**config.mk**
```make
export PLATFORM = sky130hd
export DESIGN_NAME = swr_rom_layer
export DESIGN_NICKNAME = d
export VERILOG_FILES = /design/src/swr_pkg.sv /design/src/swr_rom_layer.sv /design/src/swr_crc8.sv /design/src/swr_line_detect.sv
export SDC_FILE = /design/constraint.sdc
export NUM_CORES = 1
export LEC_CHECK = 0
export BUFFER_PORTS_ARGS = -buffer_cell sky130_fd_sc_hd__buf_4
export CORE_UTILIZATION = 59
export CTS_BUF_LIST = sky130_fd_sc_hd__clkbuf_8
export DETAILED_ROUTE_END_ITERATION = 8
export GPL_TIMING_DRIVEN = 0
export PLACE_DENSITY = 0.86
export SKIP_CTS_REPAIR_TIMING = 1
export SYNTH_ARGS = -nofsm -noshare
export SYNTH_HDL_FRONTEND = slang
export SYNTH_HIERARCHICAL = 1
export SYNTH_SLANG_ARGS = --single-unit
```
**constraint.sdc**
```tcl
create_clock -name core_clk -period 3.5 [get_ports core_clk]
set_input_delay 1.05 -clock core_clk [delete_from_list [all_inputs] [get_ports core_clk]]
set_output_delay 1.05 -clock core_clk [all_outputs]
set_load 0.05 [all_outputs]
```
**src/swr_pkg.sv**
```systemverilog
// Package of constants and types for the single-wire sensor ROM layer.
package swr_pkg;

    // ------------------------------------------------------------------
    // Clock and timing
    // ------------------------------------------------------------------
    localparam int CLK_MHZ = 200;
    localparam int RESET_LOW_US = 480;
    localparam int PRES_WAIT_MIN_US = 15;
    localparam int PRES_WAIT_MAX_US = 60;
    localparam int PRES_LOW_MIN_US = 60;
    localparam int PRES_LOW_MAX_US = 240;
    localparam int PRES_WAIT_US = 30;
    localparam int PRES_LOW_US = 120;
    localparam int RESET_LOW_CYC = RESET_LOW_US * CLK_MHZ;
    localparam int PRES_WAIT_CYC = PRES_WAIT_US * CLK_MHZ;
    localparam int PRES_LOW_CYC = PRES_LOW_US * CLK_MHZ;
    localparam int CONV_TIME_MAX_US = 750000;
    localparam int CONV_9BIT_US_X100 = 9375000;

    // ------------------------------------------------------------------
    // Resolution configuration byte
    // ------------------------------------------------------------------
    localparam int CFG_RES_HI_BIT = 6;
    localparam int CFG_RES_LO_BIT = 5;
    localparam logic [7:0] CFG_FIXED_MASK = 8'h9f;
    localparam logic [7:0] CFG_FIXED_VAL = 8'h1f;
    localparam logic [1:0] CFG_RES_RESET = 2'h3;

    // ------------------------------------------------------------------
    // CRC and codes
    // ------------------------------------------------------------------
    localparam logic [7:0] CRC_POLY_REFL = 8'h8c;
    localparam logic [7:0] CMD_SEARCH = 8'hf0;
    localparam logic [7:0] CMD_READ_CODE = 8'h33;
    localparam logic [7:0] CMD_MATCH = 8'h55;
    localparam logic [7:0] CMD_SKIP = 8'hcc;
    localparam logic [7:0] CMD_ALARM_SEARCH = 8'hec;
    localparam int CODE_BITS = 64;
    localparam int SCRATCH_BYTES = 9;

    typedef enum logic [1:0] {RES_9, RES_10, RES_11, RES_12} swr_res_t;

    // Bit-level events from the time-slot layer.
    typedef struct packed {
        logic wr_valid;
        logic wr_bit;
        logic rd_req;
    } swr_slot_t;

    // Answers from this layer to the time-slot layer.
    typedef struct packed {
        logic rd_valid;
        logic rd_bit;
    } swr_reply_t;

endpackage

```
**src/swr_rom_layer.sv**
```systemverilog
// Network layer of a single-wire sensor: ROM commands, CRCs and configuration.
// What this block does
// - Config bits six/five select conversion resolution.
// - CRC x^8+x^5+x^4+1, zero start, LSB first.
// - Code top byte is CRC of low 56.
// - Ninth scratch byte is CRC, updated once a rerun over bytes 0..7 ends.
// - CRC mismatch never stops a sequence.
// - One master; this device only slave.
// - All bytes travel least significant first.
// - Drive line open-drain, release when idle.
// - Low beyond 480 us resets protocol.
// - Respond only to ordered transaction steps.
// - Reset pulse answered by presence pulse.
// - Five eight-bit ROM commands; read-code, match and skip precede functions, search ends the sequence.
// - Search finds every code by elimination.
// - Read-code sends full 64-bit code.
// - Match selects only on exact code.
// - Skip selects without a code.
// - Alarm search joins only with alarm.
// - Alarm flag follows latest conversion.
// - Reserved config bits fixed, read pattern.
// - Resolution resets to twelve bits.
// - Code: family, 48-bit serial, CRC.
// - Presence after 15-60 us, 60-240 us long.
module swr_rom_layer
#(
    parameter logic [7:0] FAMILY_CODE = 8'h5a, // Arbitrary value.
    parameter logic [47:0] SERIAL_NUM = 48'h0123456789ab,
    parameter int RST_CYC = swr_pkg::RESET_LOW_CYC,
    parameter int WAIT_CYC = swr_pkg::PRES_WAIT_CYC,
    parameter int LOW_CYC = swr_pkg::PRES_LOW_CYC
)
(
    input wire logic core_clk,
    input wire logic reset,
    input wire logic line_in,
    output logic line_out,
    output logic line_oe,
    input wire swr_pkg::swr_slot_t slot,
    output swr_pkg::swr_reply_t reply,
    input wire logic alarm_update,
    input wire logic alarm_value,
    input wire logic [7:0] cfg_wr_data,
    input wire logic cfg_wr,
    input wire logic [63:0] scratch_low,
    output logic [7:0] cfg_byte,
    output logic [7:0] scratch_crc,
    output logic [63:0] rom_code,
    output logic [1:0] resolution,
    output logic func_valid,
    output logic [7:0] func_cmd,
    output logic selected,
    output logic bus_reset_pulse
);
    import swr_pkg::*;

    typedef enum logic [2:0] {ST_WAIT_RESET, ST_ROM_CMD, ST_SEND_CODE, ST_MATCH, ST_SEARCH,
                              ST_FUNC, ST_DONE} swr_st_t;

    // ------------------------------------------------------------------
    // Line watcher and CRC engines
    // ------------------------------------------------------------------
    logic bus_rst, pres_drv, pres_done;
    logic [7:0] rom_crc, scr_crc;
    logic rom_crc_clr, rom_crc_sh, scr_crc_clr, scr_crc_sh;
    logic [6:0] rom_idx_ff, nxt_rom_idx;
    logic [6:0] scr_idx_ff, nxt_scr_idx;
    logic [7:0] rom_crc_ff, nxt_rom_crc;
    logic [7:0] scr_crc_ff, nxt_scr_crc;
    logic [63:0] scr_snap_ff, nxt_scr_snap;
    logic [63:0] code_pad;

    swr_line_detect #(.RST_CYC(RST_CYC), .WAIT_CYC(WAIT_CYC), .LOW_CYC(LOW_CYC)) u_line
    (
        .core_clk(core_clk),
        .reset(reset),
        .line_in(line_in),
        .bus_reset(bus_rst),
        .presence_drive(pres_drv),
        .presence_done(pres_done)
    );

    swr_crc8 u_rom_crc
    (
        .core_clk(core_clk),
        .reset(reset),
        .clear(rom_crc_clr),
        .shift(rom_crc_sh),
        .din(code_pad[rom_idx_ff[5:0]]),
        .crc(rom_crc)
    );

    swr_crc8 u_scr_crc
    (
        .core_clk(core_clk),
        .reset(reset),
        .clear(scr_crc_clr),
        .shift(scr_crc_sh),
        .din(scr_snap_ff[scr_idx_ff[5:0]]),
        .crc(scr_crc)
    );

    // The ROM CRC is shifted over the low 56 code bits once after reset. A read
    // of the code can only follow a bus reset, which lasts far longer than this.
    logic [55:0] code_low;
    logic [63:0] code_full;
    assign code_low = {SERIAL_NUM, FAMILY_CODE};
    assign code_pad = {8'h00, code_low};
    assign code_full = {rom_crc_ff, code_low};
    assign rom_crc_clr = 1'b0;
    assign rom_crc_sh = rom_idx_ff < 7'h38;

    // ------------------------------------------------------------------
    // Scratchpad CRC: re-run over bytes 0..7 whenever they change
    // ------------------------------------------------------------------
    logic scr_busy;
    assign scr_busy = scr_idx_ff != 7'h40;
    assign scr_crc_clr = !scr_busy && (scratch_low != scr_snap_ff);
    assign scr_crc_sh = scr_busy;

    always_comb
    begin
        nxt_scr_idx = scr_idx_ff;
        nxt_scr_snap = scr_snap_ff;
        nxt_scr_crc = scr_crc_ff;
        if (scr_crc_clr)
        begin
            nxt_scr_snap = scratch_low;
            nxt_scr_idx = 7'h00;
        end
        else if (scr_busy)
        begin
            nxt_scr_idx = scr_idx_ff + 7'h01;
        end
        else
        begin
            nxt_scr_crc = scr_crc;
        end
        nxt_rom_idx = rom_idx_ff;
        nxt_rom_crc = rom_crc_ff;
        if (rom_crc_sh)
        begin
            nxt_rom_idx = rom_idx_ff + 7'h01;
        end
        else
        begin
            nxt_rom_crc = rom_crc;
        end
    end

    // ------------------------------------------------------------------
    // Configuration byte and alarm flag
    // ------------------------------------------------------------------
    logic [1:0] res_ff, nxt_res;
    logic alarm_ff, nxt_alarm;

    always_comb
    begin
        nxt_res = res_ff;
        nxt_alarm = alarm_ff;
        if (cfg_wr)
        begin
            nxt_res = {cfg_wr_data[CFG_RES_HI_BIT], cfg_wr_data[CFG_RES_LO_BIT]};
        end
        if (alarm_update)
        begin
            nxt_alarm = alarm_value;
        end
    end

    // ------------------------------------------------------------------
    // Transaction sequencer
    // ------------------------------------------------------------------
    swr_st_t st_ff, nxt_st;
    logic [7:0] sh_ff, nxt_sh;
    logic [6:0] cnt_ff, nxt_cnt;
    logic [1:0] ph_ff, nxt_ph;
    logic miss_ff, nxt_miss;
    logic sel_ff, nxt_sel;
    logic fv_ff, nxt_fv;
    logic [7:0] fc_ff, nxt_fc;
    logic rv_ff, nxt_rv;
    logic rb_ff, nxt_rb;
    logic own_bit;

    assign own_bit = code_full[cnt_ff[5:0]];

    always_comb
    begin
        nxt_st = st_ff;
        nxt_sh = sh_ff;
        nxt_cnt = cnt_ff;
        nxt_ph = ph_ff;
        nxt_miss = miss_ff;
        nxt_sel = sel_ff;
        nxt_fv = 1'b0;
        nxt_fc = fc_ff;
        nxt_rv = 1'b0;
        nxt_rb = 1'b1;
        if (bus_rst)
        begin
            nxt_st = ST_WAIT_RESET;
            nxt_sel = 1'b0;
        end
        else
        begin
            case (st_ff)
                ST_WAIT_RESET:
                begin
                    if (pres_done)
                    begin
                        nxt_st = ST_ROM_CMD;
                        nxt_cnt = 7'h00;
                    end
                end
                ST_ROM_CMD:
                begin
                    if (slot.wr_valid)
                    begin
                        nxt_sh = {slot.wr_bit, sh_ff[7:1]};
                        nxt_cnt = cnt_ff + 7'h01;
                        if (cnt_ff == 7'h07)
                        begin
                            nxt_cnt = 7'h00;
                            nxt_ph = 2'h0;
                            nxt_miss = 1'b0;
                            case ({slot.wr_bit, sh_ff[7:1]})
                                CMD_READ_CODE: nxt_st = ST_SEND_CODE;
                                CMD_MATCH: nxt_st = ST_MATCH;
                                CMD_SKIP:
                                begin
                                    nxt_st = ST_FUNC;
                                    nxt_sel = 1'b1;
                                end
                                CMD_SEARCH: nxt_st = ST_SEARCH;
                                CMD_ALARM_SEARCH: nxt_st = alarm_ff ? ST_SEARCH : ST_DONE;
                                default: nxt_st = ST_DONE;
                            endcase
                        end
                    end
                end
                ST_SEND_CODE:
                begin
                    if (slot.rd_req)
                    begin
                        nxt_rv = 1'b1;
                        nxt_rb = own_bit;
                        nxt_cnt = cnt_ff + 7'h01;
                        if (cnt_ff == 7'h3f)
                        begin
                            nxt_st = ST_FUNC;
                            nxt_sel = 1'b1;
                            nxt_cnt = 7'h00;
                        end
                    end
                end
                ST_MATCH:
                begin
                    if (slot.wr_valid)
                    begin
                        nxt_miss = miss_ff | (slot.wr_bit != own_bit);
                        nxt_cnt = cnt_ff + 7'h01;
                        if (cnt_ff == 7'h3f)
                        begin
                            nxt_cnt = 7'h00;
                            nxt_sel = !nxt_miss;
                            nxt_st = nxt_miss ? ST_DONE : ST_FUNC;
                        end
                    end
                end
                ST_SEARCH:
                begin
                    if (ph_ff != 2'h2 && slot.rd_req)
                    begin
                        nxt_rv = 1'b1;
                        nxt_rb = (ph_ff == 2'h0) ? own_bit : !own_bit;
                        nxt_ph = ph_ff + 2'h1;
                    end
                    else if (ph_ff == 2'h2 && slot.wr_valid)
                    begin
                        nxt_ph = 2'h0;
                        nxt_cnt = cnt_ff + 7'h01;
                        if (slot.wr_bit != own_bit || cnt_ff == 7'h3f)
                        begin
                            nxt_st = ST_DONE;
                        end
                    end
                end
                ST_FUNC:
                begin
                    if (slot.wr_valid)
                    begin
                        nxt_sh = {slot.wr_bit, sh_ff[7:1]};
                        nxt_cnt = cnt_ff + 7'h01;
                        if (cnt_ff == 7'h07)
                        begin
                            nxt_fv = 1'b1;
                            nxt_fc = {slot.wr_bit, sh_ff[7:1]};
                            nxt_st = ST_DONE;
                        end
                    end
                end
                ST_DONE:
                begin
                    nxt_st = ST_DONE;
                end
                default:
                begin
                    nxt_st = ST_WAIT_RESET;
                end
            endcase
        end
    end

    // ------------------------------------------------------------------
    // Registers
    // ------------------------------------------------------------------
    logic oe_ff;
    always_ff @(posedge core_clk)
    begin
        if (reset)
        begin
            st_ff <= ST_WAIT_RESET;
            sh_ff <= 8'h00;
            cnt_ff <= 7'h00;
            ph_ff <= 2'h0;
            miss_ff <= 1'b0;
            sel_ff <= 1'b0;
            fv_ff <= 1'b0;
            fc_ff <= 8'h00;
            rv_ff <= 1'b0;
            rb_ff <= 1'b1;
            res_ff <= CFG_RES_RESET;
            alarm_ff <= 1'b0;
            scr_idx_ff <= 7'h40;
            scr_snap_ff <= 64'h0;
            scr_crc_ff <= 8'h00;
            rom_idx_ff <= 7'h00;
            rom_crc_ff <= 8'h00;
            oe_ff <= 1'b0;
        end
        else
        begin
            st_ff <= nxt_st;
            sh_ff <= nxt_sh;
            cnt_ff <= nxt_cnt;
            ph_ff <= nxt_ph;
            miss_ff <= nxt_miss;
            sel_ff <= nxt_sel;
            fv_ff <= nxt_fv;
            fc_ff <= nxt_fc;
            rv_ff <= nxt_rv;
            rb_ff <= nxt_rb;
            res_ff <= nxt_res;
            alarm_ff <= nxt_alarm;
            scr_idx_ff <= nxt_scr_idx;
            scr_snap_ff <= nxt_scr_snap;
            scr_crc_ff <= nxt_scr_crc;
            rom_idx_ff <= nxt_rom_idx;
            rom_crc_ff <= nxt_rom_crc;
            oe_ff <= pres_drv;
        end
    end

    assign line_out = 1'b0;
    assign line_oe = oe_ff;
    assign reply = '{rd_valid: rv_ff, rd_bit: rb_ff};
    assign cfg_byte = (CFG_FIXED_VAL & CFG_FIXED_MASK) | {1'b0, res_ff, 5'h00};
    assign scratch_crc = scr_crc_ff;
    assign rom_code = code_full;
    assign resolution = res_ff;
    assign func_valid = fv_ff;
    assign func_cmd = fc_ff;
    assign selected = sel_ff;
    assign bus_reset_pulse = bus_rst;
endmodule

```
**src/swr_crc8.sv**
```systemverilog
// Serial CRC-8 generator, x^8+x^5+x^4+1, fed least significant bit first.
module swr_crc8
(
    input wire logic core_clk,
    input wire logic reset,
    input wire logic clear,
    input wire logic shift,
    input wire logic din,
    output logic [7:0] crc
);
    import swr_pkg::*;

    logic [7:0] crc_ff;
    logic [7:0] nxt_crc;

    always_comb
    begin
        nxt_crc = crc_ff;
        if (clear)
        begin
            nxt_crc = 8'h00;
        end
        else if (shift)
        begin
            nxt_crc = {1'b0, crc_ff[7:1]} ^ ((crc_ff[0] ^ din) ? CRC_POLY_REFL : 8'h00);
        end
    end

    always_ff @(posedge core_clk)
    begin
        if (reset)
        begin
            crc_ff <= 8'h00;
        end
        else
        begin
            crc_ff <= nxt_crc;
        end
    end

    assign crc = crc_ff;
endmodule

```
**src/swr_line_detect.sv**
```systemverilog
// Line watcher: long-low reset detection and presence pulse timing.
module swr_line_detect
#(
    parameter int RST_CYC = swr_pkg::RESET_LOW_CYC,
    parameter int WAIT_CYC = swr_pkg::PRES_WAIT_CYC,
    parameter int LOW_CYC = swr_pkg::PRES_LOW_CYC
)
(
    input wire logic core_clk,
    input wire logic reset,
    input wire logic line_in,
    output logic bus_reset,
    output logic presence_drive,
    output logic presence_done
);
    import swr_pkg::*;

    typedef enum logic [1:0] {LD_IDLE, LD_WAIT, LD_PULSE} swr_ld_t;

    swr_ld_t st_ff, nxt_st;
    logic [19:0] low_cnt_ff, nxt_low_cnt;
    logic [15:0] tm_ff, nxt_tm;
    logic long_ff, nxt_long;
    logic rst_ff, nxt_rst;
    logic drv_ff, nxt_drv;
    logic done_ff, nxt_done;

    always_comb
    begin
        nxt_st = st_ff;
        nxt_low_cnt = low_cnt_ff;
        nxt_tm = tm_ff;
        nxt_long = long_ff;
        nxt_rst = 1'b0;
        nxt_drv = 1'b0;
        nxt_done = 1'b0;
        if (!line_in && !drv_ff)
        begin
            if (low_cnt_ff < 20'(RST_CYC))
            begin
                nxt_low_cnt = low_cnt_ff + 20'h00001;
            end
            else
            begin
                nxt_long = 1'b1;
                nxt_rst = !long_ff;
            end
        end
        else if (line_in)
        begin
            nxt_low_cnt = 20'h00000;
            nxt_long = 1'b0;
        end
        case (st_ff)
            LD_IDLE:
            begin
                if (long_ff && line_in)
                begin
                    nxt_st = LD_WAIT;
                    nxt_tm = 16'h0000;
                end
            end
            LD_WAIT:
            begin
                nxt_tm = tm_ff + 16'h0001;
                if (tm_ff == 16'(WAIT_CYC - 1))
                begin
                    nxt_st = LD_PULSE;
                    nxt_tm = 16'h0000;
                    nxt_drv = 1'b1;
                end
            end
            LD_PULSE:
            begin
                nxt_tm = tm_ff + 16'h0001;
                nxt_drv = 1'b1;
                if (tm_ff == 16'(LOW_CYC - 1))
                begin
                    nxt_st = LD_IDLE;
                    nxt_drv = 1'b0;
                    nxt_done = 1'b1;
                end
            end
            default:
            begin
                nxt_st = LD_IDLE;
            end
        endcase
    end

    always_ff @(posedge core_clk)
    begin
        if (reset)
        begin
            st_ff <= LD_IDLE;
            low_cnt_ff <= 20'h00000;
            tm_ff <= 16'h0000;
            long_ff <= 1'b0;
            rst_ff <= 1'b0;
            drv_ff <= 1'b0;
            done_ff <= 1'b0;
        end
        else
        begin
            st_ff <= nxt_st;
            low_cnt_ff <= nxt_low_cnt;
            tm_ff <= nxt_tm;
            long_ff <= nxt_long;
            rst_ff <= nxt_rst;
            drv_ff <= nxt_drv;
            done_ff <= nxt_done;
        end
    end

    assign bus_reset = rst_ff;
    assign presence_drive = drv_ff;
    assign presence_done = done_ff;
endmodule

```
==> impl_metrics.toml, run 1 <==
[critical_path]
crit_fanout = 12
path_class = "primary input to flop"
crit_arrival_ns = 3.77
endpoint_kind = "flop"
startpoint_type = "primary input"
worst_ep_required_time_ns = 3.91

[sta]
fin_crit_ns = 3.363
hold_ws_ns = 0.4499
period_share_pct = 96.07
tightest_slew_ns = 0.8333
slew_viol_final = 0
relSlewSlack_pct = 43.97
finalSetupViolations = 0
max_freq_mhz = 297.4
setup_tns_ns = 0
rsz0062_at_grt = "false"
hold_viol_final = 0
finClkSkew_ns = 0.02163

[clock_tree]
clockBufferDepth = 2
clkTransAtPathRegs_ns = 0.09
cts_tree = "built"
root_buffer = "clkbuf_8"
cts_num_sinks = 189
clk_latency_ns = 0.48
cts_buffers = 17
htree_levels = 4

[yosys]
synth-seq-cells = 189
synthArstFlopShare_pct = 0
netlist_area_mm2 = 0.01081
syn_avg_cell_area_um2 = 8.495
synth_warnings = 6
yosysSeqAreaShare_pct = 35.02
yosysTopAreaCellShare_pct = 35.02
ys_types = 78
synth_most_common_cell = "dfxtp_1"
yosys_most_used_dff = "dfxtp_1"
synth_largest_area_cell = "dfxtp_1"
synth_edf_count = 0
ys_top_cells_by_count = "dfxtp_1 (189), a21oi_1 (115), nand3_1 (114)"
synth_top_cells_by_area = "dfxtp_1 (35%), xnor2_1 (6.1%), a21oi_1 (5.3%)"
synthCells = 1272

[cells_and_area]
fin_nets = 1569
syn_to_final_growth_pct = 16.20
diodes = 0
drive_gt1_share_pct = 18.52
fin_cells = 1703

[global_route]
first_global_vias = 9033
antenna_found_initial = 0
grt_overflow = 0
grt_usage_pct = 29.06
grt_pass1_wl_um = 43260
grt_max_degree = 18

[placement]
port_buffers = 108
dp.final_hpwl_um = 20300
place_inst = 1672
gp_congestion = 0.9618

[job]
cap_violations = 0

[route]
vias_per_cell = 5.900
drt-total-wl_um = 27610
ant_nets = 0
drcViolationCount = 0
first_pass_iters = 7
routedWlPerCell_um = 16.21
vias = 10050
drt_iter0_drc = 1041

[die]
core-area_mm2 = 0.01796
fp.dieW_um = 137.3
ios = 178
die_h_um = 137.3
die-area_mm2 = 0.01886
rows = 49
start_util_pct = 60.15

[hold_path]
hold_class = "flop to flop"

[power]
vdd_drop_max_uv = 375.6
powerDensity_mw_per_mm2 = 524.8
power.total_w = 0.006589
p_leak_nw = 4.876

[outcome]
status = "complete, no violations"
==> metrics by stage <==
step	utilization (%)	area, um^2	worst slack [ns]
global placement	67.58	12140	-0.2765
CTS	69.89	12550	0.1235
finish	69.90	12560	0.1374
global route	69.90	12560	0.02790
floorplan	-	11040	0.5838
detailed placement	67.58	12140	-0.3363
==> sequential cells by signal, indices dropped and copies added (netlist names), 8 cells and up, named ones only <==
name and flops:
u_line/tm_ff 16, func_cmd 8, scr_snap_ff 64, rom_crc_ff 8, u_scr_crc/crc 8, u_line/low_cnt_ff 20
u_rom_crc/crc 8, scratch_crc 8
==> layout by cell type, fill, tap and decap left out, types with 9 or more instances in the layout <==
cell type and count:
a21oi_1 115, a31oi_1 16, and3_1 11, buf_4 178, clkbuf_1 55, clkbuf_8 19
conb_1 65, dfxtp_1 189, ha_1 27, inv_1 28, mux2i_1 31, mux4_2 23
nand2_1 64, nand3_1 114, nand3b_1 9, nand4_1 35, nor2_1 89, nor2b_1 17
nor3_1 21, o21ai_0 98, or3_1 15, xnor2_1 75, xor2_1 12
==> cell families (layout without fill, tap and decap cells) <==
kind of cell | count (synthesis) | after routing | share of synthesized area [%]
compound gates | 289 | 289 | 15.64
xor+xnor | 87 | 87 | 7.052
fa+ha+maj | 27 | 27 | 3.126
buf+inv | 177 | 316 | 9.402
flops | 189 | 189 | 35.02
mux | 60 | 60 | 8.279
other cells | 2 | 65 | 0.06950
simple gates | 441 | 441 | 21.41
==> final cells by class <==
class / instances / area (um^2)
buffer: 147 / 904.6
clock buffer: 19 / 261.5
clock inverter: 13 / 153.9
fill: 1388 / 5408
inverter: 29 / 108.9
multi-input combinational: 969 / 6246
sequential: 189 / 3784
tap: 229 / 286.5
timing repair buffer: 108 / 810.8
==> power breakdown <==
| group | internal [W] | switching [W] |
|---|---|---|
| Clock | 0.000689 | 0.000820 |
| Sequential | 0.00242 | 0.000240 |
| Combinational | 0.000963 | 0.00145 |
| Total | 0.00407 | 0.00252 |
==> worst paths after layout <==
kind                        start               end  slack [ns]  depth (start not counted)
hold reg to reg    u_line/long_ff  u_line/bus_reset        0.45                          1
hold / removal     u_line/long_ff  u_line/bus_reset        0.45                          1
setup / recovery  scratch_low[14]  u_scr_crc/crc[2]        0.14                         10
setup reg to reg    scr_idx_ff[1]  u_scr_crc/crc[2]        0.25                         12
==> worst max-delay path, cell delays in order <==
cell      delay [ns]
buf_4           0.13
xnor2_1         0.35
nand4_1         0.28
nor4_1          0.39
and4_1          0.59
buf_2           0.31
nor2_1          0.09
nor2_1          0.34
nand4b_1        0.14
nand3_1         0.10
==> routing by layer <==
| metal | global-route usage, % | share of wire [%] | vias to the layer above |
|---|---|---|---|
| li1 | - | - | 4808 |
| met1 | 37.79 | 41 | 4666 |
| met2 | 46.63 | 47 | 492 |
| met3 | 7.138 | 9.0 | 82 |
| met4 | 10.56 | 3.2 | 0 |
| met5 | 0 | 0 | - |
Power figures use the tool's default switching activity.
==> run 2: changes to the inputs <==
--- a/config.mk
+++ b/config.mk
@@ -5,6 +5,7 @@
 export SDC_FILE = /design/constraint.sdc
 export NUM_CORES = 1
 export LEC_CHECK = 0
+export ABC_AREA = 1
 export BUFFER_PORTS_ARGS = -buffer_cell sky130_fd_sc_hd__buf_4
 export CORE_UTILIZATION = 59
 export CTS_BUF_LIST = sky130_fd_sc_hd__clkbuf_8
==> impl_metrics.toml, run 2 <==
[route]
drt-total-wl_um = 29020
drcViolationCount = 2
drt_iter0_drc = 902
routedWlPerCell_um = 13.47
ant_nets = 0
first_pass_iters = 8
vias = 11360
vias_per_cell = 5.274

[global_route]
grt_overflow = 0
grt_pass1_wl_um = 46580
grt_usage_pct = 29.01
antenna_found_initial = 0
grt_max_degree = 17
first_global_vias = 10140

[yosys]
synth_edf_count = 0
syn_avg_cell_area_um2 = 6.719
synth_largest_area_cell = "dfxtp_1"
ys_top_cells_by_count = "nand2_1 (345), nor2_1 (232), dfxtp_1 (189)"
yosysTopAreaCellShare_pct = 33.24
synth_most_common_cell = "nand2_1"
synth-seq-cells = 189
netlist_area_mm2 = 0.01138
synthArstFlopShare_pct = 0
synthCells = 1694
synth_warnings = 6
yosys_most_used_dff = "dfxtp_1"
yosysSeqAreaShare_pct = 33.24
synth_top_cells_by_area = "dfxtp_1 (33%), nand2_1 (11%), nor2_1 (7.7%)"
ys_types = 49

[power]
vdd_drop_max_uv = 385.8
p_switching_w = 0.001832
p_sw_share_pct = 34.03
sequentialPowerShare_pct = 45.5
powerDensity_mw_per_mm2 = 409.9
p_leak_nw = 6.066
p_int_w = 0.003551
pwr-share-comb_pct = 27.4
clockPowerShare_pct = 27.0

[cells_and_area]
diodes = 0
reg_top3 = "scr_snap_ff: 64 flops, u_line/low_cnt_ff: 20 flops, u_line/tm_ff: 16 flops"
regMostFlops = "scr_snap_ff"
fin_cells = 2154
fin_nets = 1991
largest_reg_flops = 64
final_common_cell = "nand2_1"
drive_gt1_share_pct = 17.11
final_cell_mix = "nand2_1 (345), nor2_1 (232), dfxtp_1 (189), buf_4 (180), inv_1 (169)"
syn_to_final_growth_pct = 15.39
final_area_mm2 = 0.01313

[clock_tree]
cts_buffers = 17
clkTransAtPathRegs_ns = 0.10
clk_latency_ns = 0.47
cts_num_sinks = 189
htree_levels = 4
clockBufferDepth = 2
cts_tree = "built"
root_buffer = "clkbuf_8"

[sta]
finalSetupViolations = 0
tightest_slew_ns = 0.7159
slew_viol_final = 0
period_share_pct = 82.37
fin_crit_ns = 2.883
max_freq_mhz = 346.9
finClkSkew_ns = 0.01120
rsz0062_at_grt = "false"
hold_viol_final = 0
setup_tns_ns = 0
relSlewSlack_pct = 52.28
hold_ws_ns = 0.4353

[outcome]
status = "finished with violations"
failed_checks = "DRC"

[die]
die_h_um = 140.9
die-area_mm2 = 0.01985
start_util_pct = 60.45
fp.dieW_um = 140.9
ios = 178
rows = 50
core-area_mm2 = 0.01883

[critical_path]
crit_fanout = 10
path_class = "flop to flop"
critPathTopFamily = "buffers and inverters"
crit_top_cell = "inv_1"
slowest_stage = "clkbuf_1"
crit_arrival_ns = 3.31
critical_path.cell_chain = "clkbuf_1, inv_1, ha_1, nand4_1, inv_2, buf_2, nand2_1, inv_1, or2_1, buf_6, a21oi_2, nand2_1, inv_1"
worst_ep_required_time_ns = 3.93
startpoint_type = "flop"
endpoint_kind = "flop"
max_stage_delay_ns = 0.51
worst-path-buf-inv = 7
r2r_slack_ns = 0.62

[job]
cap_violations = 0

[placement]
dp.final_hpwl_um = 21460
gp_congestion = 0.9304
placed_cell_area_mm2 = 0.01275
port_buffers = 108
place_inst = 2124

[hold_path]
hold_class = "flop to flop"
[run 2: changes by cell type after synthesis, moves of 17 or more]
cell | previous run | this run
xnor2_1 | 75 | 35
nand2_1 | 64 | 345
clkbuf_1 | 57 | 29
mux4_2 | 23 | 0
nand3b_1 | 9 | 37
nor2_1 | 89 | 232
nor2b_1 | 17 | 0
a21oi_1 | 115 | 139
mux2i_1 | 32 | 1
inv_1 | 28 | 168
[run 2: through the flow]
step	total power, W	setup WS (ns)	utilization, %
floorplan	0.003592	0.8878	-
global route	0.005641	0.3676	69.75
detailed placement	0.003942	0.3305	67.71
finish	0.005383	0.6170	69.75
global placement	0.003903	0.3810	67.71
CTS	0.005375	0.7328	69.75
[run 2: worst paths after layout]
path | to | from | cells past startpoint
min reg2reg | line_oe | u_line/presence_drive | 2
max | u_scr_crc/crc[3] | scr_idx_ff[1] | 13
max reg2reg | u_scr_crc/crc[3] | scr_idx_ff[1] | 13
min | line_oe | u_line/presence_drive | 2
[run 2: final cells by class]
type	instances	area [um^2]
Fill cell	1638	5697
Timing Repair Buffer	108	810.8
Inverter	186	703.2
Sequential cell	189	3784
Clock buffer	21	289.0
Multi-Input combinational cell	1246	6233
Tap cell	260	325.3
Buffer	135	894.6
Clock inverter	9	93.84
[run 2: cell families (layout without fill, tap and decap cells)]
group / count (synthesis) / in the layout / synth area share [%]
and+or+nand+nor: 844 / 844 / 33.45
xor gates and xnor gates: 44 / 44 / 3.386
adders and majority gates: 27 / 27 / 2.968
DFF: 189 / 189 / 33.24
buffers and inverters: 321 / 459 / 14.04
AOI/OAI and AO/OA: 266 / 266 / 12.76
other: 2 / 64 / 0.06598
muxes: 1 / 1 / 0.08794
[run 2: metal layers]
metal / GRT usage (%) / part of all wire (%) / vias up / routed length, um
met5: 0 / 0 / - / 0
met4: 11.44 / 2.5 / 0 / 721
met3: 4.654 / 7.0 / 64 / 2019
met2: 51.19 / 49 / 462 / 14080
met1: 35.27 / 42 / 5142 / 12200
li1: - / - / 5692 / -
[run 2: tightest hold or removal path, cell delays in order, from the launching register on]
cell and delay [ns]:
dfxtp_1 0.32, inv_1 0.05, nor2_1 0.04
[run 2: power groups by stage]
stage	Sequential, W	Clock, W	Combinational, W
floorplan	0.00248	0	0.00112
global placement	0.00249	0	0.00141
global route	0.00247	0.00155	0.00162
finish	0.00245	0.00145	0.00148
detailed placement	0.00249	0	0.00145
CTS	0.00245	0.00147	0.00146
==> run 3: changes to the inputs <==
--- a/config.mk
+++ b/config.mk
@@ -5,7 +5,7 @@
 export SDC_FILE = /design/constraint.sdc
 export NUM_CORES = 1
 export LEC_CHECK = 0
-export ABC_AREA = 1
+export ABC_AREA = 0
 export BUFFER_PORTS_ARGS = -buffer_cell sky130_fd_sc_hd__buf_4
 export CORE_UTILIZATION = 59
 export CTS_BUF_LIST = sky130_fd_sc_hd__clkbuf_8
==> constraint.sdc (replaced) <==
create_clock -name core_clk -period 2.86 [get_ports core_clk]
set_input_delay 0.858 -clock core_clk [delete_from_list [all_inputs] [get_ports core_clk]]
set_output_delay 0.858 -clock core_clk [all_outputs]
set_load 0.05 [all_outputs]
==> impl_metrics.toml, run 3 (same netlist as run 1, synthesis figures left out) <==
[power]
power.total_w = 0.008217
pwr-share-comb_pct = 37.7
p_int_w = 0.005072
p_leak_nw = 4.924
clockPowerShare_pct = 22.4
vdd_drop_max_uv = 459.0
powerDensity_mw_per_mm2 = 647.1
sequentialPowerShare_pct = 39.9
p_sw_share_pct = 38.27
p_switching_w = 0.003145

[clock_tree]
cts_tree = "built"
clkTransAtPathRegs_ns = 0.09
root_buffer = "clkbuf_8"
clockBufferDepth = 2
cts_buffers = 17
clk_latency_ns = 0.47
htree_levels = 4
cts_num_sinks = 189

[route]
wl_met2_um = 13340
vias = 10220
met3WireLength_um = 2602
m1WireLength_um = 11480
ant_nets = 0
vias_per_cell = 5.999
routedWlPerCell_um = 16.62
dr.max_layer_used = "met4"
drt_iter0_drc = 1000
drcViolationCount = 0
first_pass_iters = 8
drt-total-wl_um = 28330

[cells_and_area]
largest_reg_flops = 64
regMostFlops = "scr_snap_ff"
fin_cells = 1704
final_common_cell = "dfxtp_1"
multi_input_area_mm2 = 0.006332
fin_nets = 1570
ff_latch_area_mm2 = 0.003789
diodes = 0
fillers = 1359
syn_to_final_growth_pct = 17.52
final_cell_mix = "dfxtp_1 (185), buf_4 (179), a21oi_1 (115), nand3_1 (113), o21ai_0 (98)"
reg_top3 = "scr_snap_ff: 64 flops, u_line/low_cnt_ff: 20 flops, u_line/tm_ff: 16 flops"
drive_gt1_share_pct = 20.14
final_util_pct = 70.69

[hold_path]
min_to = "u_line/bus_reset"
hold_depth = 1
worstHoldStart = "u_line/long_ff"
hold_class = "flop to flop"

[placement]
port_buffers = 108
dp.final_hpwl_um = 20300
place_inst = 1672
gp_congestion = 0.9618

[die]
fp.dieW_um = 137.3
core-area_mm2 = 0.01796
rows = 49
die_h_um = 137.3
ios = 178
die-area_mm2 = 0.01886
start_util_pct = 60.15

[sta]
slew_viol_final = 0
max_freq_mhz = 346.8
hold_ws_ns = 0.4512
finalSetupViolations = 1
period_share_pct = 100.8
fin_crit_ns = 2.883
relSlewSlack_pct = 44.88
finClkSkew_ns = 0.01570
setup_ws_ns = -0.02311
tightest_slew_ns = 0.8246
hold_viol_final = 0

[outcome]
failed_checks = "setup timing"
status = "finished with violations"

[critical_path]
crit_start = "scratch_low[17]"
startpoint_type = "primary input"
critPathTopFamily = "simple AND/OR/NAND/NOR gates"
worst_ep_required_time_ns = 3.25
endpoint_kind = "flop"
rr_worst_depth = 7
path_class = "primary input to flop"
max_stage_delay_ns = 0.43
crit_arrival_ns = 3.28
slowest_stage = "nor4_1"
r2r_end = "u_scr_crc/crc[2]"
crit_top_cell = "buf_2"
worst-path-buf-inv = 4
crit_fanout = 10
r2r_slack_ns = 0.03
critical_path.cell_chain = "buf_4, xnor2_1, nand4_1, nor4_1, and4_1, clkbuf_4, buf_2, nor2_1, or2_0, buf_2, a211oi_2"
r2r-start = "scr_idx_ff[1]"

[global_route]
grt_overflow = 0
first_global_vias = 9049
grt_pass1_wl_um = 43240
grt_usage_pct = 29.05
antenna_found_initial = 0
grt_max_degree = 18

[job]
cap_violations = 0
-- run 3: changes by cell type in the layout (fill, tap and decap cells not counted), moves of 20 or more --
cell,before,now
a21oi_1,139,115
clkbuf_1,29,49
inv_1,169,28
mux2i_1,1,31
mux4_2,0,23
nand2_1,345,64
nand3b_1,37,9
nor2_1,232,86
xnor2_1,35,72
-- run 3: worst max path at each step --
| stage | endpoint | slack, ns | depth (start not counted) |
|---|---|---|---|
| 2_1_floorplan | flop | 0.10 | 12 |
| 3_3_place_gp | u_scr_crc/crc[7] | -0.72 | 11 |
| 3_5_place_dp | u_scr_crc/crc[2] | -0.78 | 11 |
| 4_1_cts | flop | -0.41 | 12 |
| 5_1_grt | u_scr_crc/crc[7] | -0.24 | 11 |
| 6_report | u_scr_crc/crc[7] | -0.02 | 11 |
-- run 3: area by class of cell --
type | instances | share of cell area (%)
well taps | 229 | 2.256
clock buffers | 19 | 2.059
clock inverters | 13 | 1.212
repair buffers | 110 | 6.602
inverters | 29 | 0.8572
multi-input cells | 969 | 49.87
plain buffers | 146 | 7.311
flip-flops and latches | 189 | 29.84
-- run 3: routing by layer --
layer / global-route usage [%] / vias to the layer above
met5: 0 / -
met4: 10.62 / 0
met3: 7.358 / 93
met2: 46.77 / 570
met1: 37.47 / 4742
li1: - / 4817
-- run 3: stage by stage --
step,setup TNS (ns),instance area (um^2),setup slack (ns)
2_1_floorplan,0,11040,0.1043
3_3_place_gp,-29.23,12140,-0.7245
3_5_place_dp,-35.52,12140,-0.7843
4_1_cts,-3.483,12550,-0.4085
5_1_grt,-2.439,12700,-0.2393
6_report,-0.02311,12700,-0.02311
-- run 3: power by group through the flow --
stage / logic, W / clock network, W / registers, W
2_1_floorplan: 0.00216 / 0 / 0.00323
3_3_place_gp: 0.00280 / 0 / 0.00328
3_5_place_dp: 0.00286 / 0 / 0.00330
4_1_cts: 0.00288 / 0.00186 / 0.00324
5_1_grt: 0.00330 / 0.00197 / 0.00330
6_report: 0.00310 / 0.00184 / 0.00328
